## src/pkg/tsa_pkg.sv

```systemverilog
package tsa_pkg;

	// ==================================================================
	// register byte addresses
	localparam int          ADDR_W        = 16;
	localparam logic [15:0] OFS_SYS_NS    = 16'hB600;
	localparam logic [15:0] OFS_SYS_SEC   = 16'hB604;
	localparam logic [15:0] OFS_SYS_INC   = 16'hB608;
	localparam logic [15:0] OFS_SYS_RES   = 16'hB6F8;
	localparam logic [15:0] OFS_CTL       = 16'hB640;
	localparam logic [15:0] OFS_TT0_NS    = 16'hB644;
	localparam logic [15:0] OFS_TT0_SEC   = 16'hB648;
	localparam logic [15:0] OFS_TT1_NS    = 16'hB64C;
	localparam logic [15:0] OFS_TT1_SEC   = 16'hB650;
	localparam logic [15:0] OFS_HALF0     = 16'hB654;
	localparam logic [15:0] OFS_HALF1     = 16'hB658;
	localparam logic [15:0] OFS_AUX0_NS   = 16'hB65C;
	localparam logic [15:0] OFS_AUX0_SEC  = 16'hB660;
	localparam logic [15:0] OFS_AUX1_NS   = 16'hB664;
	localparam logic [15:0] OFS_AUX1_SEC  = 16'hB668;
	localparam logic [15:0] OFS_PIN_ASSN  = 16'h003C;

	// ==================================================================
	// time_aux_control fields
	localparam int CTL_TT0_EN   = 0;
	localparam int CTL_TT1_EN   = 1;
	localparam int CTL_CLK0_EN  = 2;
	localparam int CTL_SAMPLE0  = 3;
	localparam int CTL_CLK1_EN  = 5;
	localparam int CTL_SAMPLE1  = 6;
	localparam int CTL_PCAP0_EN = 8;
	localparam int CTL_TAKEN0   = 9;
	localparam int CTL_PCAP1_EN = 10;
	localparam int CTL_TAKEN1   = 11;
	localparam int CTL_PULSE    = 17;
	localparam int CTL_FREEZE   = 31;
	localparam logic [31:0] CTL_RESET   = 32'h8000_0000;
	localparam logic [31:0] CTL_WR_MASK = 32'h8002_056F;

	// ==================================================================
	// soft_pin_assign fields
	localparam int SPA_CAP0_SEL = 0;
	localparam int SPA_CAP0_EN  = 2;
	localparam int SPA_CAP1_SEL = 3;
	localparam int SPA_CAP1_EN  = 5;
	localparam int SPA_FN_LSB   = 8;
	localparam int SPA_FN_STEP  = 3;
	localparam int SPA_FN_EN    = 2;
	localparam logic [31:0] SPA_WR_MASK = 32'h000F_FFFF;
	localparam logic [1:0]  FN_TARGET   = 2'h0;
	localparam logic [1:0]  FN_UNUSED   = 2'h1;
	localparam logic [1:0]  FN_CLK0     = 2'h2;
	localparam logic [1:0]  FN_CLK1     = 2'h3;

	// ==================================================================
	// time values
	localparam logic [31:0] NS_MASK     = 32'h3FFF_FFFF;
	localparam logic [30:0] NS_PER_SEC  = 31'h3B9A_CA00;
	localparam logic [30:0] SYS_STEP_NS = 31'h0000_0008;
	localparam int          INC_SIGN    = 31;

	typedef enum logic [1:0] {
		BUS_IDLE = 2'b01,
		BUS_ACK  = 2'b10
	} tsa_bus_e;

endpackage : tsa_pkg

```

## src/core/tsa_aux.sv

```systemverilog
// Register access over Avalon-MM was decided locally.
`timescale 1ns/1ps
// ==================================================================
// How it works
// - ctl bit 0 gates target 0 output event
// - ctl bit 1 lets target 1 change level
// - ctl bit 2 drives clock 0 on fn 10b
// - ctl bit 5 drives clock 1 on fn 11b
// - bit 3 snapshots time to stamp 0, self-clears
// - bit 6 snapshots time to stamp 1, self-clears
// - bit 8 captures stamp 0 on pin change
// - bit 10 captures stamp 1 on pin change
// - bit 9 taken flag, read clears
// - bit 11 taken flag, read clears
// - bit 17 picks toggle or start/end pulse
// - target output on pins with fn 00b
// - bit 31 resets high, freezes system time
// - target ns bits 31:30 zero, all reset zero
// - target 0 seconds compared with nanoseconds
// - target 1 ns bits 31:30 read zero
// - target 1 seconds word is 32 bits
// - running counter steps 8 ns plus fraction
// - stamp seconds read releases the stamp pair
module tsa_aux
	import tsa_pkg::*;
#(
	parameter int PINS = 4
)(
	input  logic              mclk,
	input  logic              rstn,
	input  logic [15:0]       avs_address,
	input  logic              avs_read,
	input  logic              avs_write,
	input  logic [31:0]       avs_writedata,
	input  logic [3:0]        avs_byteenable,
	output logic [31:0]       avs_readdata,
	output logic              avs_waitrequest,
	input  logic [PINS-1:0]   soft_pin_in,
	output logic [PINS-1:0]   soft_pin_out,
	output logic [PINS-1:0]   soft_pin_oe
);

	typedef struct packed {
		tsa_bus_e              bus;
		logic [31:0]           rdata;
		logic [31:0]           ctl;
		logic [1:0][29:0]      tt_ns;
		logic [1:0][31:0]      tt_sec;
		logic [1:0]            tt_done;
		logic                  level;
		logic [1:0][29:0]      half;
		logic [1:0][29:0]      acc;
		logic [1:0]            fclk;
		logic [1:0][29:0]      st_ns;
		logic [1:0][31:0]      st_sec;
		logic [31:0]           pa;
		logic [PINS-1:0]       pin_meta;
		logic [PINS-1:0]       pin_sync;
		logic [PINS-1:0]       pin_prev;
		logic [PINS-1:0]       pin_out;
		logic [PINS-1:0]       pin_oe;
	} tsa_aux_s;

	tsa_aux_s    s_ff;
	tsa_aux_s    nxt_s;
	logic [29:0] sys_ns;
	logic [31:0] sys_sec;
	logic [31:0] sys_res;
	logic [31:0] sys_inc;
	logic        acc_go;
	logic        wr_go;
	logic        rd_go;
	logic [31:0] rd_mux;
	logic [31:0] wd;
	logic [1:0]  fire;
	logic [1:0]  cap;
	logic [1:0]  chg;
	logic [1:0]  rd_rel;
	logic [1:0]  fn;
	logic        pin_drv;
	logic        wr_sys_ns;
	logic        wr_sys_sec;
	logic        wr_sys_res;
	logic        wr_sys_inc;

	// ==================================================================
	// helpers
	function automatic logic [31:0] merge_be(
		input logic [31:0] cur,
		input logic [31:0] wdat,
		input logic [3:0]  be
	);
		logic [31:0] r;
		r = cur;
		for (int b = 0; b < 4; b++) begin
			if (be[b])
				r[8*b +: 8] = wdat[8*b +: 8];
		end
		return r;
	endfunction : merge_be

	function automatic logic time_reached(
		input logic [31:0] sec,
		input logic [29:0] ns,
		input logic [31:0] tsec,
		input logic [29:0] tns
	);
		return {sec, ns} >= {tsec, tns};
	endfunction : time_reached

	function automatic logic is_wr(input logic [15:0] ofs);
		return wr_go && (avs_address == ofs);
	endfunction : is_wr

	// ==================================================================
	// system time counter
	// plain nets: a port expression calling is_wr misses bus changes
	assign wr_sys_ns  = wr_go && (avs_address == OFS_SYS_NS);
	assign wr_sys_sec = wr_go && (avs_address == OFS_SYS_SEC);
	assign wr_sys_res = wr_go && (avs_address == OFS_SYS_RES);
	assign wr_sys_inc = wr_go && (avs_address == OFS_SYS_INC);

	tsa_systime u_systime (
		.mclk    (mclk),
		.rstn    (rstn),
		.run     (!s_ff.ctl[CTL_FREEZE]),
		.wr_ns   (wr_sys_ns),
		.wr_sec  (wr_sys_sec),
		.wr_res  (wr_sys_res),
		.wr_inc  (wr_sys_inc),
		.wdata   (wd),
		.sys_ns  (sys_ns),
		.sys_sec (sys_sec),
		.sys_res (sys_res),
		.sys_inc (sys_inc)
	);

	// ==================================================================
	// bus slave: one wait cycle, then a one-cycle answer
	assign acc_go          = (s_ff.bus == BUS_ACK);
	assign wr_go           = acc_go && avs_write;
	assign rd_go           = acc_go && avs_read;
	assign avs_waitrequest = (avs_read || avs_write) && !acc_go;
	assign avs_readdata    = s_ff.rdata;
	assign soft_pin_out    = s_ff.pin_out;
	assign soft_pin_oe     = s_ff.pin_oe;

	always_comb begin
		case (avs_address)
			OFS_SYS_NS:   rd_mux = {2'b00, sys_ns};
			OFS_SYS_SEC:  rd_mux = sys_sec;
			OFS_SYS_INC:  rd_mux = sys_inc;
			OFS_SYS_RES:  rd_mux = sys_res;
			OFS_CTL:      rd_mux = s_ff.ctl;
			OFS_TT0_NS:   rd_mux = {2'b00, s_ff.tt_ns[0]};
			OFS_TT0_SEC:  rd_mux = s_ff.tt_sec[0];
			OFS_TT1_NS:   rd_mux = {2'b00, s_ff.tt_ns[1]};
			OFS_TT1_SEC:  rd_mux = s_ff.tt_sec[1];
			OFS_HALF0:    rd_mux = {2'b00, s_ff.half[0]};
			OFS_HALF1:    rd_mux = {2'b00, s_ff.half[1]};
			OFS_AUX0_NS:  rd_mux = {2'b00, s_ff.st_ns[0]};
			OFS_AUX0_SEC: rd_mux = s_ff.st_sec[0];
			OFS_AUX1_NS:  rd_mux = {2'b00, s_ff.st_ns[1]};
			OFS_AUX1_SEC: rd_mux = s_ff.st_sec[1];
			OFS_PIN_ASSN: rd_mux = s_ff.pa;
			default:      rd_mux = 32'h0000_0000;
		endcase
	end

	assign wd = merge_be(rd_mux, avs_writedata, avs_byteenable);

	// ==================================================================
	// next state
	always_comb begin
		nxt_s   = s_ff;
		fire    = 2'b00;
		cap     = 2'b00;
		chg     = 2'b00;
		rd_rel  = 2'b00;
		fn      = FN_UNUSED;
		pin_drv = 1'b0;

		nxt_s.pin_meta = soft_pin_in;
		nxt_s.pin_sync = s_ff.pin_meta;
		nxt_s.pin_prev = s_ff.pin_sync;

		case (s_ff.bus)
			BUS_IDLE: begin
				if (avs_read || avs_write) begin
					nxt_s.bus   = BUS_ACK;
					nxt_s.rdata = rd_mux;
				end
			end
			BUS_ACK: begin
				nxt_s.bus = BUS_IDLE;
			end
			default: begin
				nxt_s.bus = BUS_IDLE;
			end
		endcase

		// sample requests clear once served
		if (s_ff.ctl[CTL_SAMPLE0])
			nxt_s.ctl[CTL_SAMPLE0] = 1'b0;
		if (s_ff.ctl[CTL_SAMPLE1])
			nxt_s.ctl[CTL_SAMPLE1] = 1'b0;

		// reserved and status bits keep hardware values
		if (is_wr(OFS_CTL))
			nxt_s.ctl = (nxt_s.ctl & ~CTL_WR_MASK) | (wd & CTL_WR_MASK);
		if (is_wr(OFS_TT0_NS))
			nxt_s.tt_ns[0] = wd[29:0];
		if (is_wr(OFS_TT0_SEC))
			nxt_s.tt_sec[0] = wd;
		if (is_wr(OFS_TT1_NS))
			nxt_s.tt_ns[1] = wd[29:0];
		if (is_wr(OFS_TT1_SEC))
			nxt_s.tt_sec[1] = wd;
		if (is_wr(OFS_HALF0))
			nxt_s.half[0] = wd[29:0];
		if (is_wr(OFS_HALF1))
			nxt_s.half[1] = wd[29:0];
		if (is_wr(OFS_PIN_ASSN))
			nxt_s.pa = wd & SPA_WR_MASK;

		// target compare, once per arming
		for (int t = 0; t < 2; t++) begin
			fire[t] = s_ff.ctl[CTL_TT0_EN + t] && !s_ff.tt_done[t] &&
				time_reached(sys_sec, sys_ns, s_ff.tt_sec[t],
					s_ff.tt_ns[t]);
			if (fire[t])
				nxt_s.tt_done[t] = 1'b1;
			// rewriting the target or dropping enable rearms it
			if (!s_ff.ctl[CTL_TT0_EN + t])
				nxt_s.tt_done[t] = 1'b0;
		end
		if (is_wr(OFS_TT0_NS) || is_wr(OFS_TT0_SEC))
			nxt_s.tt_done[0] = 1'b0;
		if (is_wr(OFS_TT1_NS) || is_wr(OFS_TT1_SEC))
			nxt_s.tt_done[1] = 1'b0;

		if (s_ff.ctl[CTL_PULSE]) begin
			if (fire[1])
				nxt_s.level = 1'b0;
			if (fire[0])
				nxt_s.level = 1'b1;
		end else begin
			nxt_s.level = s_ff.level ^ fire[0] ^ fire[1];
		end

		// auxiliary captures
		chg[0] = s_ff.pin_sync[s_ff.pa[SPA_CAP0_SEL +: 2]] ^
			s_ff.pin_prev[s_ff.pa[SPA_CAP0_SEL +: 2]];
		chg[1] = s_ff.pin_sync[s_ff.pa[SPA_CAP1_SEL +: 2]] ^
			s_ff.pin_prev[s_ff.pa[SPA_CAP1_SEL +: 2]];
		rd_rel[0] = rd_go && (avs_address == OFS_AUX0_SEC);
		rd_rel[1] = rd_go && (avs_address == OFS_AUX1_SEC);
		cap[0] = s_ff.ctl[CTL_SAMPLE0] ||
			(s_ff.ctl[CTL_PCAP0_EN] && s_ff.pa[SPA_CAP0_EN] &&
			chg[0] && !s_ff.ctl[CTL_TAKEN0]);
		cap[1] = s_ff.ctl[CTL_SAMPLE1] ||
			(s_ff.ctl[CTL_PCAP1_EN] && s_ff.pa[SPA_CAP1_EN] &&
			chg[1] && !s_ff.ctl[CTL_TAKEN1]);
		for (int c = 0; c < 2; c++) begin
			if (cap[c]) begin
				nxt_s.st_ns[c]  = sys_ns;
				nxt_s.st_sec[c] = sys_sec;
			end
		end
		// a capture in the releasing cycle keeps the flag up
		nxt_s.ctl[CTL_TAKEN0] = (s_ff.ctl[CTL_TAKEN0] && !rd_rel[0]) ||
			cap[0];
		nxt_s.ctl[CTL_TAKEN1] = (s_ff.ctl[CTL_TAKEN1] && !rd_rel[1]) ||
			cap[1];

		// frequency clocks count SYS_STEP_NS per cycle, even while system time is frozen
		for (int k = 0; k < 2; k++) begin
			if (!s_ff.ctl[k == 0 ? CTL_CLK0_EN : CTL_CLK1_EN]) begin
				nxt_s.acc[k]  = 30'h0;
				nxt_s.fclk[k] = 1'b0;
			end else if ({1'b0, s_ff.acc[k]} + SYS_STEP_NS >=
					{1'b0, s_ff.half[k]}) begin
				nxt_s.acc[k]  = 30'h0;
				nxt_s.fclk[k] = !s_ff.fclk[k];
			end else begin
				nxt_s.acc[k] = s_ff.acc[k] + SYS_STEP_NS[29:0];
			end
		end

		// pin drive; undefined function code leaves the pin an input
		for (int p = 0; p < PINS; p++) begin
			fn = s_ff.pa[SPA_FN_LSB + SPA_FN_STEP*p +: 2];
			pin_drv = s_ff.pa[SPA_FN_LSB + SPA_FN_STEP*p + SPA_FN_EN];
			case (fn)
				FN_TARGET: nxt_s.pin_out[p] = pin_drv && s_ff.level;
				FN_CLK0:   nxt_s.pin_out[p] = pin_drv && s_ff.fclk[0];
				FN_CLK1:   nxt_s.pin_out[p] = pin_drv && s_ff.fclk[1];
				default:   nxt_s.pin_out[p] = 1'b0;
			endcase
			nxt_s.pin_oe[p] = pin_drv && (fn != FN_UNUSED);
		end
	end

	always_ff @(posedge mclk or negedge rstn) begin
		if (!rstn) begin
			s_ff     <= '0;
			s_ff.bus <= BUS_IDLE;
			s_ff.ctl <= CTL_RESET;
		end else begin
			s_ff <= nxt_s;
		end
	end

	// ==================================================================
	// checks
	AST_TT_QUIET: assert property (@(posedge mclk) disable iff (!rstn)
		(!s_ff.ctl[CTL_TT0_EN] && !s_ff.ctl[CTL_TT1_EN]) |=>
			(s_ff.level == $past(s_ff.level)))
		else $error("target level moved with targets off");

	AST_PULSE_START: assert property (@(posedge mclk) disable iff (!rstn)
		(fire[0] && s_ff.ctl[CTL_PULSE]) |=> s_ff.level)
		else $error("pulse did not start at target 0");

	AST_TT1_TOGGLE: assert property (@(posedge mclk) disable iff (!rstn)
		(fire[1] && !fire[0] && !s_ff.ctl[CTL_PULSE]) |=>
			(s_ff.level != $past(s_ff.level)))
		else $error("target 1 did not change level");

	AST_FIRE_ONCE: assert property (@(posedge mclk) disable iff (!rstn)
		(fire[0] && !is_wr(OFS_TT0_NS) && !is_wr(OFS_TT0_SEC)) |=>
			!fire[0])
		else $error("target 0 fired twice");

	AST_CLK0_OFF: assert property (@(posedge mclk) disable iff (!rstn)
		!s_ff.ctl[CTL_CLK0_EN] |=> !s_ff.fclk[0])
		else $error("clock 0 running while disabled");

	AST_CLK1_OFF: assert property (@(posedge mclk) disable iff (!rstn)
		!s_ff.ctl[CTL_CLK1_EN] |=> !s_ff.fclk[1])
		else $error("clock 1 running while disabled");

	AST_SAMPLE0: assert property (@(posedge mclk) disable iff (!rstn)
		s_ff.ctl[CTL_SAMPLE0] |=> (s_ff.st_ns[0] == $past(sys_ns) &&
			s_ff.st_sec[0] == $past(sys_sec) && s_ff.ctl[CTL_TAKEN0]))
		else $error("sample request 0 not served");

	AST_SAMPLE1: assert property (@(posedge mclk) disable iff (!rstn)
		s_ff.ctl[CTL_SAMPLE1] |=> (s_ff.st_ns[1] == $past(sys_ns) &&
			s_ff.ctl[CTL_TAKEN1]))
		else $error("sample request 1 not served");

	AST_TAKEN0_CLR: assert property (@(posedge mclk) disable iff (!rstn)
		(rd_rel[0] && !cap[0]) |=> !s_ff.ctl[CTL_TAKEN0])
		else $error("taken 0 not cleared by read");

	AST_TAKEN1_CLR: assert property (@(posedge mclk) disable iff (!rstn)
		(rd_rel[1] && !cap[1]) |=> !s_ff.ctl[CTL_TAKEN1])
		else $error("taken 1 not cleared by read");

	AST_HOLD0: assert property (@(posedge mclk) disable iff (!rstn)
		(s_ff.ctl[CTL_TAKEN0] && !s_ff.ctl[CTL_SAMPLE0]) |=>
			$stable(s_ff.st_sec[0]))
		else $error("held stamp 0 overwritten");

	AST_PIN_TT: assert property (@(posedge mclk) disable iff (!rstn)
		(s_ff.pa[10:8] == 3'b100) |=>
			(soft_pin_oe[0] && soft_pin_out[0] == $past(s_ff.level)))
		else $error("pin 0 not driving target level");

	AST_NS_TOP: assert property (@(posedge mclk) disable iff (!rstn)
		(avs_read && !acc_go && avs_address == OFS_TT0_NS) |=>
			(avs_readdata[31:30] == 2'b00 && !avs_waitrequest))
		else $error("target ns high bits not zero");

endmodule : tsa_aux

```

## src/core/tsa_systime.sv

```systemverilog
`timescale 1ns/1ps
module tsa_systime
	import tsa_pkg::*;
(
	input  logic        mclk,
	input  logic        rstn,
	input  logic        run,
	input  logic        wr_ns,
	input  logic        wr_sec,
	input  logic        wr_res,
	input  logic        wr_inc,
	input  logic [31:0] wdata,
	output logic [29:0] sys_ns,
	output logic [31:0] sys_sec,
	output logic [31:0] sys_res,
	output logic [31:0] sys_inc
);

	typedef struct packed {
		logic [29:0] ns;
		logic [31:0] sec;
		logic [31:0] res;
		logic [31:0] inc;
	} tsa_st_s;

	tsa_st_s     s_ff;
	tsa_st_s     nxt_s;
	logic [32:0] frac;
	logic [30:0] ns_t;

	// ==================================================================
	// counter
	always_comb begin
		nxt_s = s_ff;
		frac  = 33'h0_0000_0000;
		ns_t  = {1'b0, s_ff.ns};
		if (run) begin
			if (!s_ff.inc[INC_SIGN]) begin
				frac = {1'b0, s_ff.res} + {2'b00, s_ff.inc[30:0]};
				ns_t = ns_t + SYS_STEP_NS + {30'h0, frac[32]};
			end else begin
				frac = {1'b0, s_ff.res} - {2'b00, s_ff.inc[30:0]};
				ns_t = ns_t + SYS_STEP_NS - {30'h0, frac[32]};
			end
			nxt_s.res = frac[31:0];
			// one step never passes two seconds, so one wrap is enough
			if (ns_t >= NS_PER_SEC) begin
				ns_t       = ns_t - NS_PER_SEC;
				nxt_s.sec  = s_ff.sec + 32'h0000_0001;
			end
			nxt_s.ns = ns_t[29:0];
		end
		// software writes land even while frozen
		if (wr_ns)
			nxt_s.ns = wdata[29:0];
		if (wr_sec)
			nxt_s.sec = wdata;
		if (wr_res)
			nxt_s.res = wdata;
		if (wr_inc)
			nxt_s.inc = wdata;
	end

	always_ff @(posedge mclk or negedge rstn) begin
		if (!rstn)
			s_ff <= '0;
		else
			s_ff <= nxt_s;
	end

	assign sys_ns  = s_ff.ns;
	assign sys_sec = s_ff.sec;
	assign sys_res = s_ff.res;
	assign sys_inc = s_ff.inc;

	AST_FROZEN: assert property (@(posedge mclk) disable iff (!rstn)
		(!run && !wr_ns && !wr_sec && !wr_res) |=>
			($stable(sys_ns) && $stable(sys_sec) && $stable(sys_res)))
		else $error("system time moved while frozen");

	AST_ADVANCE: assert property (@(posedge mclk) disable iff (!rstn)
		(run && !wr_ns && !wr_sec && s_ff.inc == 32'h0 &&
			s_ff.ns < 30'h3B9A_C618) |=>
			(sys_ns == $past(sys_ns) + 30'h0000_0008))
		else $error("system time did not advance by one step");

endmodule : tsa_systime

```

## config.mk

```make
export PLATFORM = sky130hd
export DESIGN_NAME = tsa_aux
export DESIGN_NICKNAME = d
export VERILOG_FILES = /design/src/pkg/tsa_pkg.sv /design/src/core/tsa_aux.sv /design/src/core/tsa_systime.sv
export SDC_FILE = /design/constraint.sdc
export NUM_CORES = 2
export LEC_CHECK = 0
export BUFFER_PORTS_ARGS = -buffer_cell sky130_fd_sc_hd__buf_2
export CORE_MARGIN = 3
export CORE_UTILIZATION = 64
export DETAILED_ROUTE_END_ITERATION = 16
export HOLD_SLACK_MARGIN = 0.05
export PLACE_DENSITY = 0.81
export SKIP_CTS_REPAIR_TIMING = 1
export SLEW_MARGIN = 10
export SYNTH_ARGS = -nofsm -noshare
export SYNTH_HDL_FRONTEND = slang
export SYNTH_SLANG_ARGS = --single-unit
export TNS_END_PERCENT = 100
```

## constraint.sdc

```tcl
create_clock -name mclk -period 9.95 [get_ports mclk]
set_input_delay 0.4975 -clock mclk [delete_from_list [all_inputs] [get_ports mclk]]
set_output_delay 0.4975 -clock mclk [all_outputs]
set_load 0.05 [all_outputs]
```

# --- Word-level counts from Yosys, hierarchy flattened ---
# Index checks and enable logic that the tools add are counted.
totals:
  regBits: 605
  latch_bits: 0
  ramBits: 0
  romBits: 0
  input_bits: 60
  out_inout_bits: 41
  wordCells: 207
  memories: 0
op_classes:
  addsub: 11
  mul: 0
  n_div: 0
  order_cmp: 7
  eq_ne: 39
  n_shift: 0
  n_mux: 46
  n_bitwise: 5
  reduce_logical: 68
op_table:
  columns: ["cell", "count"]
  rows:
  - ["32-bit one-hot mux with 16 select lines", 1]
  - ["16-bit == test (second input constant)", 15]
  - ["30-bit two-way mux", 6]
  - ["32-bit two-way mux", 4]
  - ["62-bit >= comparator", 2]
  - ["94-bit two-way mux", 1]
  - ["30-bit by 4-bit adder with 31-bit output (second input constant)", 3]
  - ["31-bit by 30-bit >= comparator with 1-bit output", 2]
  - ["31-bit two-way mux", 2]
  - ["30-bit by 4-bit adder with 30-bit output (second input constant)", 2]
  - ["1-bit logical AND", 45]
  - ["34-bit two-way mux", 1]
  - ["32-bit by 31-bit adder with 33-bit output", 1]
  - ["32-bit by 31-bit subtractor with 33-bit output", 1]
  - ["32-bit by 1-bit adder with 32-bit output (second input constant)", 1]
  - ["8-bit two-way mux", 4]
  - ["31-bit by 32-bit bitwise OR with 32-bit output", 1]
  - ["31-bit by 1-bit adder with 31-bit output", 1]
  - ["31-bit by 30-bit >= comparator with 1-bit output (second input constant)", 1]
  - ["31-bit by 1-bit subtractor with 31-bit output", 1]
  - ["30-bit subtractor (second input constant)", 1]
  - ["2-bit == test (second input constant)", 9]
  - ["2-bit by 1-bit inequality test with 1-bit output (second input constant)", 9]
  - ["1-bit two-way mux", 17]
  - ["15 further kinds", 45]

# --- Longest topological paths before layout ---
logic_depth:
  depth_word: 8
  ltp_mapped: 37
  depth_no_buf: 36

# --- Cells and area by module ---
# Synthesis repeated with hierarchy kept, for this count alone.
unflattened:
  cells_unflattened: 4349
  area_unflattened_um2: 38613.3
modules_own_cells:
  columns: ["module", "instances", "cells_each", "area_each_um2", "seq_area_each_um2"]
  rows:
  - ["tsa_aux", 1, 2645, 25627.1, 11338.4]
  - ["tsa_systime", 1, 1704, 12986.2, 3153.0]

# --- Worst setup path after synthesis ---
# Ideal clock, no wire load.
synth_path:
  path_type: "register -> register"
  from: "register u_systime.s_ff (netlist bit u_systime.sys_res[13])"
  to: "register u_systime.s_ff (netlist bit u_systime.sys_ns[22])"
  setup_ps: 69
  arrival_ps: 7597
  t_required_ps: 9881
  setup_slack_ps: 2284
  stages_incl_launch_ff: 28
  path_buffers: 4
  cell_sequence: "dfrtp_1 > ha_1 > buf_6 > or4_4 > or3_4 > o22ai_2 > nor4_4 > nor2_1 > a21o_1 > clkbuf_1 > clkinv_1 > ha_1 > clkbuf_1 > nand2_1 > nor2_1 > nor2_1 > o31a_1 > or4_1 > o22a_1 > o21ai_1 > xnor2_1 > or4b_2 > o41ai_2 > o221a_4 > nor2_2 > buf_6 > or4_1 > nand3_1"
synth_between:
  elab_chain_len: 8
synth_lines:
  columns: ["element", "line_no", "text"]
  rows:
  - ["start: declaration", "tsa_systime.sv:26", "tsa_st_s s_ff;"]
  - ["start signal: assignment", "tsa_systime.sv:68", "s_ff <= nxt_s;"]
  - ["32-bit by 31-bit adder with 33-bit output or 32-bit by 31-bit subtractor with 33-bit output (tied branches)", "tsa_systime.sv:39, tsa_systime.sv:42", null]
  - ["31-bit by 1-bit adder with 31-bit output or 31-bit by 1-bit subtractor with 31-bit output (tied branches)", "tsa_systime.sv:40, tsa_systime.sv:43", null]
  - ["31-bit two-way mux *", "tsa_systime.sv:38", "if (!s_ff.inc[INC_SIGN]) begin"]
  - ["31-bit two-way mux *", "tsa_systime.sv:37", "if (run) begin"]
  - ["30-bit subtractor or 31-bit by 30-bit >= comparator with 1-bit output (tied branches)", "tsa_systime.sv:48, tsa_systime.sv:47", null]
  - ["30-bit two-way mux *", "tsa_systime.sv:47", "if (ns_t >= NS_PER_SEC) begin"]
  - ["94-bit two-way mux *", "tsa_systime.sv:37", null]
  - ["30-bit two-way mux *", "tsa_systime.sv:54", "if (wr_ns)"]
# Every way passes the cells marked *; elsewhere a longest branch is shown, timed or not. The select of a mux whose other input is x is not followed.
# A chain may end at the register's enable or synchronous reset.

# --- Worst setup path in the final report ---
layout_path:
  from: "register u_systime.s_ff (netlist bit u_systime.sys_res[0])"
  to: "register u_systime.s_ff (netlist bit u_systime.sys_sec[3])"
layout_between:
  elab_chain_len: 7
layout_lines:
  columns: ["element", "line_no"]
  rows:
  - ["32-bit by 31-bit adder with 33-bit output or 32-bit by 31-bit subtractor with 33-bit output (tied branches)", "tsa_systime.sv:39, tsa_systime.sv:42"]
  - ["31-bit by 1-bit adder with 31-bit output or 31-bit by 1-bit subtractor with 31-bit output (tied branches)", "tsa_systime.sv:40, tsa_systime.sv:43"]
  - ["31-bit two-way mux *", "tsa_systime.sv:38"]
  - ["31-bit two-way mux *", "tsa_systime.sv:37"]
  - ["31-bit by 30-bit >= comparator with 1-bit output *", "tsa_systime.sv:47"]
  - ["2-bit nonzero test (no source line) *", null]
  - ["2-bit AND reduction (no source line) *", null]
# Marks and branches as above.

==> key figures <==
Global route
  • Overall routing resource usage: 0.3899
  • First-pass GRT wire length: 183.0 mm
  • Vias in the first global route: 31.12k
  • GRT overflow: 0
  • Initial antenna violation count: 4
  • Pin count of the biggest net entering global routing: 119

Place
  • Dpl hpwl: 83.98 mm
  • IO buf count: 100
  • Gpl congestion: 0.9794
  • Placed inst area: 37710 sq um

Worst setup path
  • CP max stage cell: or4b_2
  • CP max stage delay: 0.65 ns
  • RR Startpoint: u_systime.sys_res[0]$_DFFE_PN0P_
  • Critical Path RT: 10.47 ns
  • Startpoint types: register
  • FF-to-FF End: u_systime.sys_sec[3]$_DFFE_PN0P_
  • R2R Setup Slk: 0.88 ns
  • Critical Path Most Common Cell: o21ai_0
  • CP endpoint kind: register
  • Critical path destination: u_systime.sys_sec[3]$_DFFE_PN0P_
  • Critical Path Start: u_systime.sys_res[0]$_DFFE_PN0P_
  • Buf/Inv on CP: 2
  • Reg2Reg Depth: 33
  • CP Max Fanout: 34
  • Critical path arrival: 9.59 ns
  • CP Class: register to register
  • WP depth: 33
  • Top delay family on crit path: compound AO/OA/AOI/OAI gates

Detailed routing
  • WL met3: 15.95 mm
  • Wire length on met1: 46.64 mm
  • Met2 WL post-DR: 49.97 mm
  • Highest metal used: met5
  • Vias/cell: 6.727
  • Final antenna-violating net count: 0
  • Initial drt markers: 4138
  • DRC: 0
  • DRT Pass-1 Iters: 9
  • Drt wl/cell: 24.50 um
  • Post-Route WL: 118.6 mm
  • Via Count: 32.55k

Run
  • Maxcap violations: 0

Synthesis
  • Top-area cell type share of the netlist area: 0.3916
  • Most used flip-flop cell after synthesis: dfrtp_1
  • Synth cell types: 91
  • Dominant cell type by area after synthesis: dfrtp_1
  • Yosys reg bits: 579
  • Area contributors post-synth: dfrtp_1, ha_1, o21ai_0
  • Syn Std Cell Area: 36880 sq um
  • Ys async rst share: 1.000
  • Syn Area/Cell: 9.045 sq um
  • Syn Nets: 4412
  • Mapped Cells: 4077
  • Post-synth EDFFs: 0
  • YS warnings: 0
  • Seq/Total Area, Yosys: 0.3930

Timing
  • Unrepaired setup endpoints after global routing: false
  • Peak Freq: 0.1102 GHz
  • Max-slew violations: 0
  • Skew final: 0.01921 ns
  • Final critical-path share of the clock period: 0.9118
  • Min Clock Period, post-route: 9.072 ns
  • Rel. slew slack: 0.1216
  • Setup TNS Final: 0 ns
  • Slew @ Worst Pin: 1.281 ns
  • Final Setup Violations: 0
  • Final Hold Vio Count: 0

Final layout
  • Area grow syn2layout: 7.811%
  • Most frequent cells in the layout: dfrtp_1, nand2_1, o21ai_0
  • Layout cells sized above 1: 0.1066
  • Util after Layout: 0.7010
  • Nets: 4368
  • Finished Cell Area: 39760 sq um
  • Commonest non-fill, non-tap cell in the layout: dfrtp_1

Floorplan
  • Top-Level Pins: 101
  • Starting Density: 0.6502
  • Placeable Area: 56710 sq um
  • FP Rows: 87
  • Die span in x: 246.0 um
  • Die ar.: 60530 sq um
  • Die H: 246.0 um

Clocking
  • Htree depth: 2
  • Worst-Skew Late Latency: 0.64 ns
  • Num CTS Buffers: 59
  • Clk pin slew, worst setup/hold paths: 0.07 ns
  • CTS tree: built
  • Clk buf depth: 3
  • Root buffer selected by CTS: clkbuf_16
  • Clock sinks: 579

Hold path
  • HP Class: input pin to register

Pwr
  • Max IR drop VDD: 0.2041 mV
  • PD cells: 198.9 nW/um^2
  • Pleak: 17.91 nW

Outcome
  • Outcome: finished, final reports clean
==> worst min-delay path by stage <==
| stage | start | endpoint | slack, ns | cells after the start |
|---|---|---|---|---|
| finish | avs_read | s_ff[436]$_DFF_PN0_ | 0.18 | 4 |
| floorplan | rstn | avs_readdata[0]$_DFFE_PN0P_ | 0.20 | 0 |
| CTS | soft_pin_in[1] | nxt_s[13]$_DFF_PN0_ | -0.06 | 1 |
| global placement | nxt_s[13]$_DFF_PN0_ | nxt_s[9]$_DFF_PN0_ | 0.33 | 0 |
| detailed placement | nxt_s[13]$_DFF_PN0_ | nxt_s[9]$_DFF_PN0_ | 0.34 | 0 |
| global route | avs_read | s_ff[436]$_DFF_PN0_ | 0.17 | 4 |
==> state kept, by name, indices dropped and copies added, names as in the netlist <==
signal             cells
soft_pin_oe            4
u_systime.sys_res     32
soft_pin_out           4
u_systime.sys_sec     32
avs_readdata          32
u_systime.sys_ns      30
nxt_s                  8
s_ff                 402
pin_drv                1
u_systime.sys_inc     32
fn                     2
==> per-stage QoR <==
| step | power, mW | std cells | setup slack, ns | hold slack, ns |
|---|---|---|---|---|
| floorplan | 4.734 | 4077 | 2.284 | 0.2019 |
| global placement | 5.460 | 4723 | 1.463 | 0.3345 |
| detailed placement | 5.527 | 4723 | 1.153 | 0.3362 |
| CTS | 7.806 | 4832 | 1.112 | -0.05948 |
| global route | 8.291 | 4837 | 0.1669 | 0.1720 |
| finish | 7.907 | 4839 | 0.8777 | 0.1845 |
==> final cells by class <==
type                            instances  area, sq um
Tap cell                              756        945.9
Inverter                              282         1059
Clock buffer                           91         1729
Multi-Input combinational cell       2942        20240
Clock inverter                         18        245.2
Fill cell                            4303        16960
Sequential cell                       579        14490
Timing Repair Buffer                  169         1041
Antenna cell                            2        5.005
==> per-layer routing <==
layer,track usage,up-vias
met4,0.1761,2
met1,0.5341,15644
li1,-,14462
met5,0,-
met3,0.1166,378
met2,0.5718,2067
==> logic make-up (layout without fill, tap and decap cells) <==
kind of cell,after synthesis,in the layout,synth area share
AOI/OAI and AO/OA,1096,1096,0.1976
xor gates and xnor gates,164,164,0.03916
adders and majority gates,276,276,0.09399
buffers and inverters,556,560,0.06141
DFF,579,579,0.3930
muxes,199,199,0.05795
other,0,2,0
and+or+nand+nor,1207,1207,0.1569
==> Yosys cell counts, drive strengths merged, types with 7 or more instances <==
| cell | number |
|---|---|
| a211oi | 35 |
| a21boi | 10 |
| a21o | 71 |
| a21oi | 164 |
| a221oi | 60 |
| a222oi | 52 |
| a22o | 47 |
| a22oi | 53 |
| a31oi | 31 |
| and2 | 31 |
| and3 | 45 |
| and4 | 10 |
| buf | 70 |
| clkbuf | 204 |
| dfrtp | 577 |
| ha | 273 |
| inv | 280 |
| mux2 | 116 |
| mux2i | 83 |
| nand2 | 471 |
| nand2b | 33 |
| nand3 | 92 |
| nand4 | 81 |
| nor2 | 225 |
| nor2b | 92 |
| nor3 | 41 |
| nor4 | 12 |
| o2111ai | 16 |
| o211ai | 46 |
| o21a | 39 |
| o21ai | 380 |
| o21bai | 15 |
| o22ai | 7 |
| o31a | 8 |
| o31ai | 11 |
| or2 | 11 |
| or3 | 24 |
| or4 | 15 |
| xnor2 | 94 |
| xor2 | 70 |
==> report_power, final <==
| part | leakage [nW] | switching, mW | internal, mW | total [mW] |
|---|---|---|---|---|
| registers | 7.82 | 0.430 | 2.50 | 2.93 |
| logic | 9.13 | 1.60 | 1.07 | 2.68 |
| clock network | 0.958 | 0.980 | 1.32 | 2.30 |
==> worst reg2reg max path, delay by kind of cell (launching register included) <==
| family | cells | cell delay, ns |
|---|---|---|
| flops | 1 | 0.41 |
| compound gates | 19 | 5.00 |
| xor+xnor | 1 | 0.33 |
| buf+inv | 2 | 0.13 |
| simple gates | 7 | 1.98 |
| fa+ha+maj | 4 | 1.13 |
Note: power is estimated with default switching activity, not from simulation.
